==> src/pkg/sfwp_pkg.sv <==
// constants and carrier types for the flash write-protection block
package sfwp_pkg;
  localparam int ADDR_W = 18;
  // command opcodes of the front end
  localparam logic [7:0] OP_WR_EN = 8'h06;
  localparam logic [7:0] OP_WRDI = 8'h04;
  localparam logic [7:0] OP_WRSR = 8'h01;
  localparam logic [7:0] OP_PP = 8'h02;
  localparam logic [7:0] OP_SE = 8'h20;
  localparam logic [7:0] OP_BE32 = 8'h52;
  localparam logic [7:0] OP_BE64 = 8'hD8;
  localparam logic [7:0] OP_CE_A = 8'hC7;
  localparam logic [7:0] OP_CE_B = 8'h60;
  localparam logic [7:0] OP_DPD = 8'hB9;
  localparam logic [7:0] OP_RDP = 8'hAB;
  // command lengths in bits
  localparam logic [11:0] LEN_OPC = 12'h008;
  localparam logic [11:0] LEN_SR1 = 12'h010;
  localparam logic [11:0] LEN_SR2 = 12'h018;
  localparam logic [11:0] LEN_ADR = 12'h020;
  localparam logic [11:0] LEN_PPMIN = 12'h028;
  // status register layout
  localparam int SR_WLATCH = 1;
  localparam int SR_SEL_LO = 2;
  localparam int SR_INV = 14;
  localparam logic [15:0] SR_RST = 16'h0000;
  localparam logic [15:0] SR_WMASK = 16'h41FC;
  localparam logic [15:0] SR_HWMASK = 16'h01FC;
  // address spans
  localparam logic [18:0] MAX_BIG = 19'h3FFFF;
  localparam logic [18:0] MAX_SMALL = 19'h1FFFF;
  localparam logic [18:0] SZ_4K = 19'h01000;
  localparam logic [18:0] SZ_8K = 19'h02000;
  localparam logic [18:0] SZ_16K = 19'h04000;
  localparam logic [18:0] SZ_32K = 19'h08000;
  localparam logic [18:0] SZ_64K = 19'h10000;
  localparam logic [18:0] SZ_128K = 19'h20000;
  localparam logic [17:0] MSK_PAGE = 18'h000FF;
  localparam logic [17:0] MSK_4K = 18'h00FFF;
  localparam logic [17:0] MSK_32K = 18'h07FFF;
  localparam logic [17:0] MSK_64K = 18'h0FFFF;
  // apb register map (byte addresses)
  localparam logic [7:0] A_STAT = 8'h00;
  localparam logic [7:0] A_CFG = 8'h04;
  localparam logic [7:0] A_RLO = 8'h08;
  localparam logic [7:0] A_RHI = 8'h0C;
  localparam logic [7:0] A_REJ = 8'h10;
  localparam logic [1:0] CFG_RST = 2'h3;
  localparam logic [15:0] REJ_MAX = 16'hFFFF;

  typedef struct packed {
    logic [7:0] opcode;
    logic [23:0] addr;
    logic [15:0] sr_data;
    logic [11:0] bit_cnt;
  } sfwp_cmd_t;

  typedef struct packed {
    logic valid;
    logic erase;
    logic [ADDR_W-1:0] lo;
    logic [ADDR_W-1:0] hi;
  } sfwp_act_t;

  typedef enum logic [3:0] {
    ST_BOOT = 4'b0001,
    ST_IDLE = 4'b0010,
    ST_SEL = 4'b0100,
    ST_DPD = 4'b1000
  } sfwp_state_t;
endpackage

==> src/rtl/sfwp_top.sv <==
// serial flash write-protection and command gating with apb status
`timescale 1ns/10ps
// What this block does
// - power-up returns command engine to standby first
// - act only on whole-byte, byte-aligned commands
// - data-changing commands need write_enable_latch set
// - write-protect pin low freezes select and lock bits
// - deep power-down ignores all but release command
// - delivered state: array erased, status reads zero
// - change memory only after complete valid sequence
// - select bits and invert define protected region
// - 256KB decode with invert clear
// - invert set protects the exact complement region
// - 128KB decode with invert clear
// - ignore program or erase touching protected bytes
module sfwp_top (
  input wire logic i_clk,
  input wire logic i_rst,
  input wire logic i_ce,
  input wire logic i_cs_n,
  input wire logic i_wp_n,
  input wire sfwp_pkg::sfwp_cmd_t i_cmd,
  input wire logic i_psel,
  input wire logic i_penable,
  input wire logic i_pwrite,
  input wire logic [7:0] i_paddr,
  input wire logic [31:0] i_pwdata,
  output logic [31:0] o_prdata,
  output logic o_pready,
  output logic o_pslverr,
  output sfwp_pkg::sfwp_act_t o_act,
  output logic [15:0] o_status,
  output logic o_dpd,
  output logic o_standby
);
  import sfwp_pkg::*;

  // pin synchronisers
  logic cs_m_r;
  logic cs_s_r;
  logic cs_d_r;
  logic wp_m_r;
  logic wp_s_r;

  sfwp_state_t state_r;
  sfwp_state_t state_nxt;
  logic [15:0] sr_r;
  logic [15:0] sr_nxt;
  logic [1:0] cfg_r;
  logic [15:0] rej_r;
  sfwp_act_t act_r;
  sfwp_act_t act_nxt;
  logic [31:0] prdata_r;
  logic pready_r;
  logic pslverr_r;

  always_ff @(posedge i_clk) begin
    if (i_rst) begin
      // start as selected so boot waits for a real deselect on the pin
      cs_m_r <= 1'b0;
      cs_s_r <= 1'b0;
      cs_d_r <= 1'b0;
      wp_m_r <= 1'b0;
      wp_s_r <= 1'b0;
    end else if (i_ce) begin
      cs_m_r <= i_cs_n;
      cs_s_r <= cs_m_r;
      cs_d_r <= cs_s_r;
      wp_m_r <= i_wp_n;
      wp_s_r <= wp_m_r;
    end
  end

  wire cs_rise = cs_s_r & ~cs_d_r;
  wire cs_fall = ~cs_s_r & cs_d_r;
  wire cfg_big = cfg_r[0];
  wire cfg_en = cfg_r[1];

  // protected region from the live status register
  logic prot_none;
  logic [ADDR_W-1:0] prot_lo;
  logic [ADDR_W-1:0] prot_hi;

  sfwp_region u_region (
    .i_sel(sr_r[SR_SEL_LO+4:SR_SEL_LO]),
    .i_invert(sr_r[SR_INV]),
    .i_big(cfg_big),
    .o_none(prot_none),
    .o_lo(prot_lo),
    .o_hi(prot_hi)
  );

  // command decode at deselect
  wire [7:0] opc = i_cmd.opcode;
  wire [11:0] len = i_cmd.bit_cnt;
  wire len_whole = (len[2:0] == 3'h0) & (len != 12'h000);
  wire is_ce = (opc == OP_CE_A) | (opc == OP_CE_B);
  wire is_pp = (opc == OP_PP);
  wire is_ers = (opc == OP_SE) | (opc == OP_BE32) | (opc == OP_BE64);
  wire ok_wr_en = (opc == OP_WR_EN) & (len == LEN_OPC);
  wire ok_wrdi = (opc == OP_WRDI) & (len == LEN_OPC);
  wire ok_wrsr = (opc == OP_WRSR) &
                 ((len == LEN_SR1) | (len == LEN_SR2));
  wire ok_pp = is_pp & (len >= LEN_PPMIN);
  wire ok_ers = is_ers & (len == LEN_ADR);
  wire ok_ce = is_ce & (len == LEN_OPC);
  wire ok_dpd = (opc == OP_DPD) & (len == LEN_OPC);
  wire ok_rdp = (opc == OP_RDP) & len_whole;

  // target span: protect boundaries are 4KB aligned, so whole units
  wire [18:0] max = cfg_big ? MAX_BIG : MAX_SMALL;
  wire [ADDR_W-1:0] addr = i_cmd.addr[ADDR_W-1:0] & max[ADDR_W-1:0];
  wire [ADDR_W-1:0] umask = is_pp ? MSK_PAGE :
                            (opc == OP_SE) ? MSK_4K :
                            (opc == OP_BE32) ? MSK_32K :
                            (opc == OP_BE64) ? MSK_64K :
                            max[ADDR_W-1:0];
  wire [ADDR_W-1:0] tgt_lo = is_ce ? '0 : (addr & ~umask);
  wire [ADDR_W-1:0] tgt_hi = is_ce ? max[ADDR_W-1:0] : (addr | umask);
  wire hits_prot = ~prot_none & (tgt_lo <= prot_hi) &
                   (tgt_hi >= prot_lo);
  wire wr_latch = sr_r[SR_WLATCH];
  wire data_cmd = ok_pp | ok_ers | ok_ce;
  wire data_go = len_whole & wr_latch & data_cmd &
                 ~hits_prot;

  // status write; pin low keeps the select and lock fields
  wire [15:0] wr_mask = wp_s_r ? SR_WMASK :
                        (SR_WMASK & ~SR_HWMASK);
  wire [15:0] wr_val = (len == LEN_SR2) ? i_cmd.sr_data :
                       {sr_r[15:8], i_cmd.sr_data[7:0]};
  wire [15:0] sr_written = (sr_r & ~wr_mask) | (wr_val & wr_mask);
  wire sr_go = len_whole & wr_latch & ok_wrsr;

  wire in_sel = (state_r == ST_SEL);
  wire in_dpd = (state_r == ST_DPD);
  wire eval = cs_rise & cfg_en & in_sel;
  wire wake = cs_rise & cfg_en & in_dpd & ok_rdp;
  wire accepted = eval & len_whole &
                  (ok_wr_en | ok_wrdi | ok_dpd | sr_go | data_go);
  wire rejected = ((eval | (cs_rise & in_sel & ~cfg_en)) & ~accepted) |
                  (cs_rise & in_dpd & ~wake);

  always_comb begin
    state_nxt = state_r;
    unique case (state_r)
      ST_BOOT: begin
        // wait for a clean deselect before taking any command
        if (cs_s_r & cs_d_r) begin
          state_nxt = ST_IDLE;
        end
      end
      ST_IDLE: begin
        if (cs_fall) begin
          state_nxt = ST_SEL;
        end
      end
      ST_SEL: begin
        if (cs_rise) begin
          state_nxt = (eval & len_whole & ok_dpd) ? ST_DPD : ST_IDLE;
        end
      end
      ST_DPD: begin
        if (wake) begin
          state_nxt = ST_IDLE;
        end
      end
    endcase
  end

  always_comb begin
    sr_nxt = sr_r;
    if (eval & len_whole) begin
      if (ok_wr_en) begin
        sr_nxt[SR_WLATCH] = 1'b1;
      end else if (ok_wrdi) begin
        sr_nxt[SR_WLATCH] = 1'b0;
      end else if (sr_go) begin
        sr_nxt = sr_written;
        sr_nxt[SR_WLATCH] = 1'b0;
      end else if (data_go) begin
        sr_nxt[SR_WLATCH] = 1'b0;
      end
    end
  end

  always_comb begin
    act_nxt = '0;
    act_nxt.valid = eval & data_go;
    act_nxt.erase = ~is_pp;
    act_nxt.lo = tgt_lo;
    act_nxt.hi = tgt_hi;
  end

  always_ff @(posedge i_clk) begin
    if (i_rst) begin
      state_r <= ST_BOOT;
      sr_r <= SR_RST;
      act_r <= '0;
    end else if (i_ce) begin
      state_r <= state_nxt;
      sr_r <= sr_nxt;
      act_r <= act_nxt;
    end
  end

  // apb slave: one wait state, registered answer
  wire apb_acc = i_psel & i_penable;
  wire a_stat = (i_paddr == A_STAT);
  wire a_cfg = (i_paddr == A_CFG);
  wire a_rlo = (i_paddr == A_RLO);
  wire a_rhi = (i_paddr == A_RHI);
  wire a_rej = (i_paddr == A_REJ);
  wire a_hit = a_stat | a_cfg | a_rlo | a_rhi | a_rej;
  wire [31:0] rd_stat = {14'h0000, o_standby, in_dpd, sr_r};
  wire [31:0] rd_rlo = {{(32-ADDR_W){1'b0}}, prot_lo};
  wire [31:0] rd_rhi = {prot_none, {(31-ADDR_W){1'b0}}, prot_hi};
  wire [31:0] rd_mux = a_stat ? rd_stat :
                       a_cfg ? {30'h00000000, cfg_r} :
                       a_rlo ? rd_rlo :
                       a_rhi ? rd_rhi :
                       a_rej ? {16'h0000, rej_r} : 32'h00000000;
  wire apb_done = apb_acc & pready_r;
  wire cfg_wr = apb_done & i_pwrite & a_cfg;

  always_ff @(posedge i_clk) begin
    if (i_rst) begin
      pready_r <= 1'b0;
      pslverr_r <= 1'b0;
      prdata_r <= 32'h00000000;
    end else if (i_ce) begin
      pready_r <= apb_acc & ~pready_r;
      if (apb_acc & ~pready_r) begin
        pslverr_r <= ~a_hit;
        prdata_r <= i_pwrite ? 32'h00000000 : rd_mux;
      end else begin
        pslverr_r <= 1'b0;
        prdata_r <= 32'h00000000;
      end
    end
  end

  // config writes land only on the completing edge
  always_ff @(posedge i_clk) begin
    if (i_rst) begin
      cfg_r <= CFG_RST;
    end else if (i_ce & cfg_wr) begin
      cfg_r <= i_pwdata[1:0];
    end
  end

  // saturating so software sees a ceiling, not a wrapped count
  always_ff @(posedge i_clk) begin
    if (i_rst) begin
      rej_r <= 16'h0000;
    end else if (i_ce & rejected & (rej_r != REJ_MAX)) begin
      rej_r <= rej_r + 16'h0001;
    end
  end

  logic standby_r;
  always_ff @(posedge i_clk) begin
    if (i_rst) begin
      standby_r <= 1'b0;
    end else if (i_ce) begin
      standby_r <= (state_nxt == ST_IDLE);
    end
  end

  logic dpd_r;
  always_ff @(posedge i_clk) begin
    if (i_rst) begin
      dpd_r <= 1'b0;
    end else if (i_ce) begin
      dpd_r <= (state_nxt == ST_DPD);
    end
  end

  assign o_prdata = prdata_r;
  assign o_pready = pready_r;
  assign o_pslverr = pslverr_r;
  assign o_act = act_r;
  assign o_status = sr_r;
  assign o_dpd = dpd_r;
  assign o_standby = standby_r;
endmodule

==> src/rtl/sfwp_region.sv <==
// protected address region decode from select bits and invert
`timescale 1ns/10ps
module sfwp_region (
  input wire logic [4:0] i_sel,
  input wire logic i_invert,
  input wire logic i_big,
  output logic o_none,
  output logic [sfwp_pkg::ADDR_W-1:0] o_lo,
  output logic [sfwp_pkg::ADDR_W-1:0] o_hi
);
  import sfwp_pkg::*;
  wire [2:0] sub = i_sel[2:0];
  wire [1:0] blk = i_sel[1:0];
  wire bottom = i_sel[3];
  wire [18:0] max = i_big ? MAX_BIG : MAX_SMALL;
  wire sub_32k = (sub == 3'h4) | (sub == 3'h5) | (sub == 3'h6);
  wire [18:0] size_sec = (sub == 3'h1) ? SZ_4K :
                         (sub == 3'h2) ? SZ_8K :
                         (sub == 3'h3) ? SZ_16K :
                         sub_32k ? SZ_32K : 19'h00000;
  wire [18:0] size = i_sel[4] ? size_sec :
                     ((blk == 2'h1) ? SZ_64K : SZ_128K);
  // small part: any sel[1] set in block mode covers the whole array
  wire all_base = i_sel[4] ? (sub == 3'h7) :
                  ((blk == 2'h3) | (blk[1] & ~i_big));
  wire none_base = i_sel[4] ? (sub == 3'h0) : (blk == 2'h0);
  wire [18:0] top_lo = max + 19'h00001 - size;
  wire [18:0] base_lo = (all_base | bottom) ? 19'h00000 : top_lo;
  wire [18:0] base_hi = all_base ? max :
                        (bottom ? size - 19'h00001 : max);
  // regions always touch one end, so the complement is one span
  wire [18:0] inv_lo = bottom ? base_hi + 19'h00001 : 19'h00000;
  wire [18:0] inv_hi = bottom ? max : base_lo - 19'h00001;
  wire all_eff = i_invert ? none_base : all_base;
  wire [18:0] lo_eff = all_eff ? 19'h00000 :
                       (i_invert ? inv_lo : base_lo);
  wire [18:0] hi_eff = all_eff ? max :
                       (i_invert ? inv_hi : base_hi);

  assign o_none = i_invert ? all_base : none_base;
  assign o_lo = lo_eff[ADDR_W-1:0];
  assign o_hi = hi_eff[ADDR_W-1:0];
endmodule

==> config.mk <==
export PLATFORM = sky130hd
export DESIGN_NAME = sfwp_top
export DESIGN_NICKNAME = d
export VERILOG_FILES = /design/src/pkg/sfwp_pkg.sv /design/src/rtl/sfwp_top.sv /design/src/rtl/sfwp_region.sv
export SDC_FILE = /design/constraint.sdc
export NUM_CORES = 1
export LEC_CHECK = 0
export BUFFER_PORTS_ARGS = -buffer_cell sky130_fd_sc_hd__buf_2
export CAP_MARGIN = 20
export CORE_ASPECT_RATIO = 2
export CORE_MARGIN = 3
export CORE_UTILIZATION = 55
export CTS_BUF_LIST = sky130_fd_sc_hd__clkbuf_4 sky130_fd_sc_hd__clkbuf_8
export DETAILED_ROUTE_END_ITERATION = 7
export GPL_TIMING_DRIVEN = 0
export PLACE_DENSITY = 0.88
export SYNTH_ARGS = -nofsm -noshare
export SYNTH_HDL_FRONTEND = slang
export SYNTH_SLANG_ARGS = --single-unit
==> constraint.sdc <==
create_clock -name i_clk -period 8.5 [get_ports i_clk]
set_input_delay 1.7 -clock i_clk [delete_from_list [all_inputs] [get_ports i_clk]]
set_output_delay 1.7 -clock i_clk [all_outputs]
set_load 0.005 [all_outputs]
* After elaboration in Yosys (flattened, before gate mapping)
Index checks and enable logic that the tools add are counted.
W data, S select, Z words.
** Cells by class
- Reduce and logical (&&, ||, !) cells :: 8
- Equal/unequal tests :: 35
- Magnitude comparators :: 3
- Mux-type cells :: 46
- Add/sub/neg operators :: 6
- Bitwise logic cells :: 81
** Operators with widths (count)
- $mux W18 :: 21
- $mux W32 :: 6
- $mux W16 :: 3
- $and A1 B1 Y1 :: 40
- $add A18 B1 Y18 const B :: 2
- $and A18 B18 Y18 :: 2
- $sub A18 B1 Y18 const B :: 2
- $eq A8 B8 Y1 const B :: 4
- $eq A12 B5 Y1 const B :: 2
- $eq A8 B3 Y1 const B :: 3
- $mux W4 :: 5
- $or A1 B1 Y1 :: 20
- $ge A18 B18 Y1 :: 1
- $le A18 B18 Y1 :: 1
- $not A18 Y18 :: 1
- $or A18 B18 Y18 :: 1
- $sub A18 B18 Y18 :: 1
- $add A16 B1 Y16 const B :: 1
- $and A16 B15 Y16 :: 1
- $and A16 B16 Y16 :: 1
- $eq A8 B4 Y1 const B :: 2
- $eq A8 B7 Y1 const B :: 2
- $ne A16 B16 Y1 const B :: 1
- $not A15 Y16 :: 1
- 28 further kinds :: 55
** Word-level totals
- Word-level logic and storage cells :: 198
- Flip-flop bits (word level) :: 117
- Output and inout bits :: 90

* Depth between registers and ports, before layout
- Depth in word-level cells :: 26
- Mapped depth :: 20

* By module
A second synthesis with hierarchy kept.
** Unflattened totals
- Cells, all modules :: 783
- Area total of the unflattened synthesis :: 6147.1 µm²
** By module, submodules not included
- sfwp_top :: cells each 637, area an instance 5161.2 µm², instances 1
- sfwp_region :: cells each 146, area an instance 985.9 µm², instances 1

* Worst setup path after synthesis
No wires, ideal clock.
- Path kind :: input port to flip-flop
- Start point :: input port i_cmd[53] (netlist name)
- End point :: register rej_r[10]
- Data arrival time :: 4.998 ns
- Required time :: 8.379 ns
- Stages on the path :: 13
- Slack :: 3.382 ns
- Buffers on the path :: 1
- Path through :: buf_2 -> or3b_2 -> a2111oi_2 -> nor2_1 -> nor2b_1 -> ha_1 -> a21o_1 -> a221oi_1 -> o211ai_1 -> o211ai_2 -> or3b_2 -> a21boi_0 -> mux2_2
** RTL lines
- from (decl) :: RTL line sfwp_top.sv:22 : input wire sfwp_pkg::sfwp_cmd_t i_cmd,
- to (signal assigned) :: RTL line sfwp_top.sv:257 : rej_r <= rej_r + 16'h0001;
- to (decl) :: RTL line sfwp_top.sv:50 : logic [15:0] rej_r;

==> impl_results.md <==
- Core area: around 0.0095 sq mm
- Clock skew: approximately 0.010 ns
- CP Cell Sequence: buf_2 > or2_2 > clkbuf_1 > a2111oi_2 > nor2_1 > nor2b_1 > ha_1 > a21o_1 > a221oi_1 > o211ai_1 > o211ai_2 > or3b_2 > a21boi_0 > mux2_2
- Router iterations before antenna repair: 8
- Total chip power: about 0.8 mW
- Largest net degree at the start of global routing: 14
- HP Class: reg -> reg
- Final period util: 0.6581
- Pwr Density: between 100 and 150 mW/mm^2
- Max-slew headroom: 0.4332
- Critical path's slowest cell: a2111oi_2
- CP Max Fanout: 7
- Worst-skew pair later-pin latency: about 0.38 ns
- Final Critical Period: ~5.6 ns
- Number of flops mapped to enable cells by yosys: 0
- CTS sink cnt: 82
- Vias in the first global route: about 5600
- Syn-to-layout area delta: 19.32%
- H-tree depth: 3
- Worst Setup Start Kind: input pin
- Max-cap viol count: 0
- Post-synthesis sequential area ratio: 0.3010
- Io pins: a little under 200
- Die area: 0.01122 sq mm
- Wire length per cell: between 15 and 20 um
- Gate Count Post-Synth: 690
- Fmax: 178.8 MHz
- Final setup violation count: 0
- Share of the synthesized area in the top cell type: 0.3010
- Share of layout cells above drive strength 1: 0.2432
- Worst-margin pin slew: about 0.85 ns
- Setup TNS: 0 ns
- First-pass GRT wire length: ~27000 um
- Async S/R FF share, synth: 0
- Nets: just under 1000
- Top delay family on crit path: compound AO/OA/AOI/OAI gates
- ANT cells: 0
- CP Buf/Inv Count: 2
- Via/cell ratio: around 6.1
- Num CTS Buffers: 9
- Post-detail-place hpwl: around 13000 um
- R2R Setup Slk: between 2 and 3 ns
- Syn. warnings: 0
- Ranking of synthesized cells by area: dfxtp_1 30%, nor2_1 5.8%, a21oi_1 5.1%
- P_leak: about 2.9 nW
- Main synth FF type: dfxtp_1
- Pins over their slew limit: 0
- Syn_area_per_cell: 7.904 sq um
- Final hold viol count: 0
- DRC viols: 0
- Remaining Overflow, GRT: 0
- CP Data Arrival Time: slightly below 6 ns
- FILL cells: between 700 and 800
- Dpl cells: 961
- Die width: ~76 um
- Total GRT Usage: 0.2942
- Drt total wl: between 15000 and 20000 um
- # Post-CTS Setup Buffers: 0
- Outcome: finished, final reports clean
- Port bufs: 114
- Netlist cell types: a little over 80
- Hold buffers post-CTS: 0
- CTS tree: done
- Peak supply drop: 0.1023 mV
- CTS root buffer: clkbuf_8
- Crit Path Class: in -> reg
- CP required: 8.76 ns
- DR iter-0 viols: 514
- Unrepaired setup endpoints after global routing: no
- CP Capture Type: flop
- CP peak stage delay: 0.58 ns
- Row cnt: 50
- Via count: ~6000
- Post-cts resize count: 0
- Routed Antenna Nets: 0
- Initial core utilization: 0.5736
- Max Root-Sink Buffers: 2
- RD Place Congestion: 0.9923
- Synthesized cell area: about 0.0055 sq mm
- Clock slew at reported path FFs: around 0.080 ns
- DIE HEIGHT: between 100 and 150 um
- Antenna violations before repair: 0
- Post-synth top area cell: dfxtp_1
- Final non-filler cell total: 977
- #FFs+latches synth: 82
per-stage QoR:
stage                 util  instance area (sq um)  hold slack, ns  setup WS (ns)
floorplan                -                   5555          0.4555          3.382
global placement    0.6613                   6289          0.4517          2.672
detailed placement  0.6613                   6289          0.4528          2.592
CTS                 0.6843                   6507          0.4659          2.980
global route        0.6843                   6507          0.4886          2.739
finish              0.6843                   6507          0.4658          2.906
report_power, final:
| group | total [mW] | internal [mW] | switching, mW |
|---|---|---|---|
| sequential | 0.394 | 0.390 | 0.00447 |
| combinational | 0.0928 | 0.0408 | 0.0521 |
| clock | 0.311 | 0.164 | 0.147 |
metal layers:
layer  vias to the layer above  track usage  wire (um)
met4                         0       0.2187       1163
met1                      2671       0.3009       5806
li1                       2744            -          -
met2                       431       0.5163       8465
met5                         -            0          0
met3                       105      0.06503       1657
synthesized netlist by cell type (10+ instances only):
cell type,count
a22oi_1,15
or3_1,10
nor2b_1,12
clkbuf_1,32
nand4_1,11
nand2_1,54
nand3_1,20
inv_1,18
buf_4,37
mux2i_1,23
nor2_1,85
dfxtp_1,82
ha_1,16
a21oi_1,56
o21ai_0,28
nor3_1,17
path summary, 6_finish.rpt:
check | endpoint | startpoint | cells past startpoint
max reg2reg | rej_r[8] | flop | 18
max | rej_r[8] | i_cmd[52] | 14
min | o_prdata[0] | o_prdata[0] | 2
min reg2reg | o_prdata[0] | o_prdata[0] | 2
cells in the final DEF, fill, tap and decap left out, types with 7 or more instances in the layout:
master	count
a21boi_0	8
a21oi_1	56
a22oi_1	15
and2_1	8
and3_1	8
buf_2	117
buf_4	37
clkbuf_1	32
clkbuf_8	17
conb_1	28
dfxtp_1	82
ha_1	16
inv_1	18
mux2i_1	23
nand2_1	54
nand2b_1	7
nand3_1	20
nand4_1	11
nor2_1	85
nor2b_1	12
nor3_1	17
o21ai_0	28
or3_1	10
xnor2_1	7
worst register-to-register path, cell delays in order, from the launching register on:
cell and delay (ns):
dfxtp_1 0.42, nor3b_1 0.50, and2_0 0.44, inv_1 0.17, ha_1 0.47, nand3b_1 0.14
ha_1 0.27, nand3_1 0.13, mux2i_1 0.09, o21ai_0 0.17, nand2_1 0.13, ha_1 0.30
a21o_1 0.18, a221oi_1 0.34, o211ai_1 0.24, o211ai_2 0.35, or3b_2 0.52, a21boi_0 0.25
mux2_2 0.36
kinds of logic after synthesis:
kind of cell / share of synthesized area
compound gates: 0.2136
xor+xnor: 0.01927
fa+ha+maj: 0.03671
buf+inv: 0.1046
flops: 0.3010
mux: 0.05253
other cells: 0.0006876
simple gates: 0.2716
sequential cells by signal, summed over array words and instances (netlist names), named ones only:
signal     cells
cfg_r          2
cs_d_r         1
cs_m_r         1
cs_s_r         1
o_act         23
o_dpd          1
o_prdata      19
o_pready       1
o_pslverr      1
o_standby      1
o_status       2
rej_r         16
state_r        4
wp_m_r         1
wp_s_r         1
area by class of cell:
type	instances	area, sq um	area share
Multi-Input combinational cell	536	3343	0.5137
Sequential cell	82	1642	0.2523
Timing Repair Buffer	114	570.5	0.08768
Buffer	81	503.0	0.07729
Clock buffer	13	172.7	0.02653
Tap cell	130	162.7	0.02500
Inverter	18	67.56	0.01038
Clock inverter	3	46.29	0.007114
No activity file was read; power rests on OpenSTA's default activity.
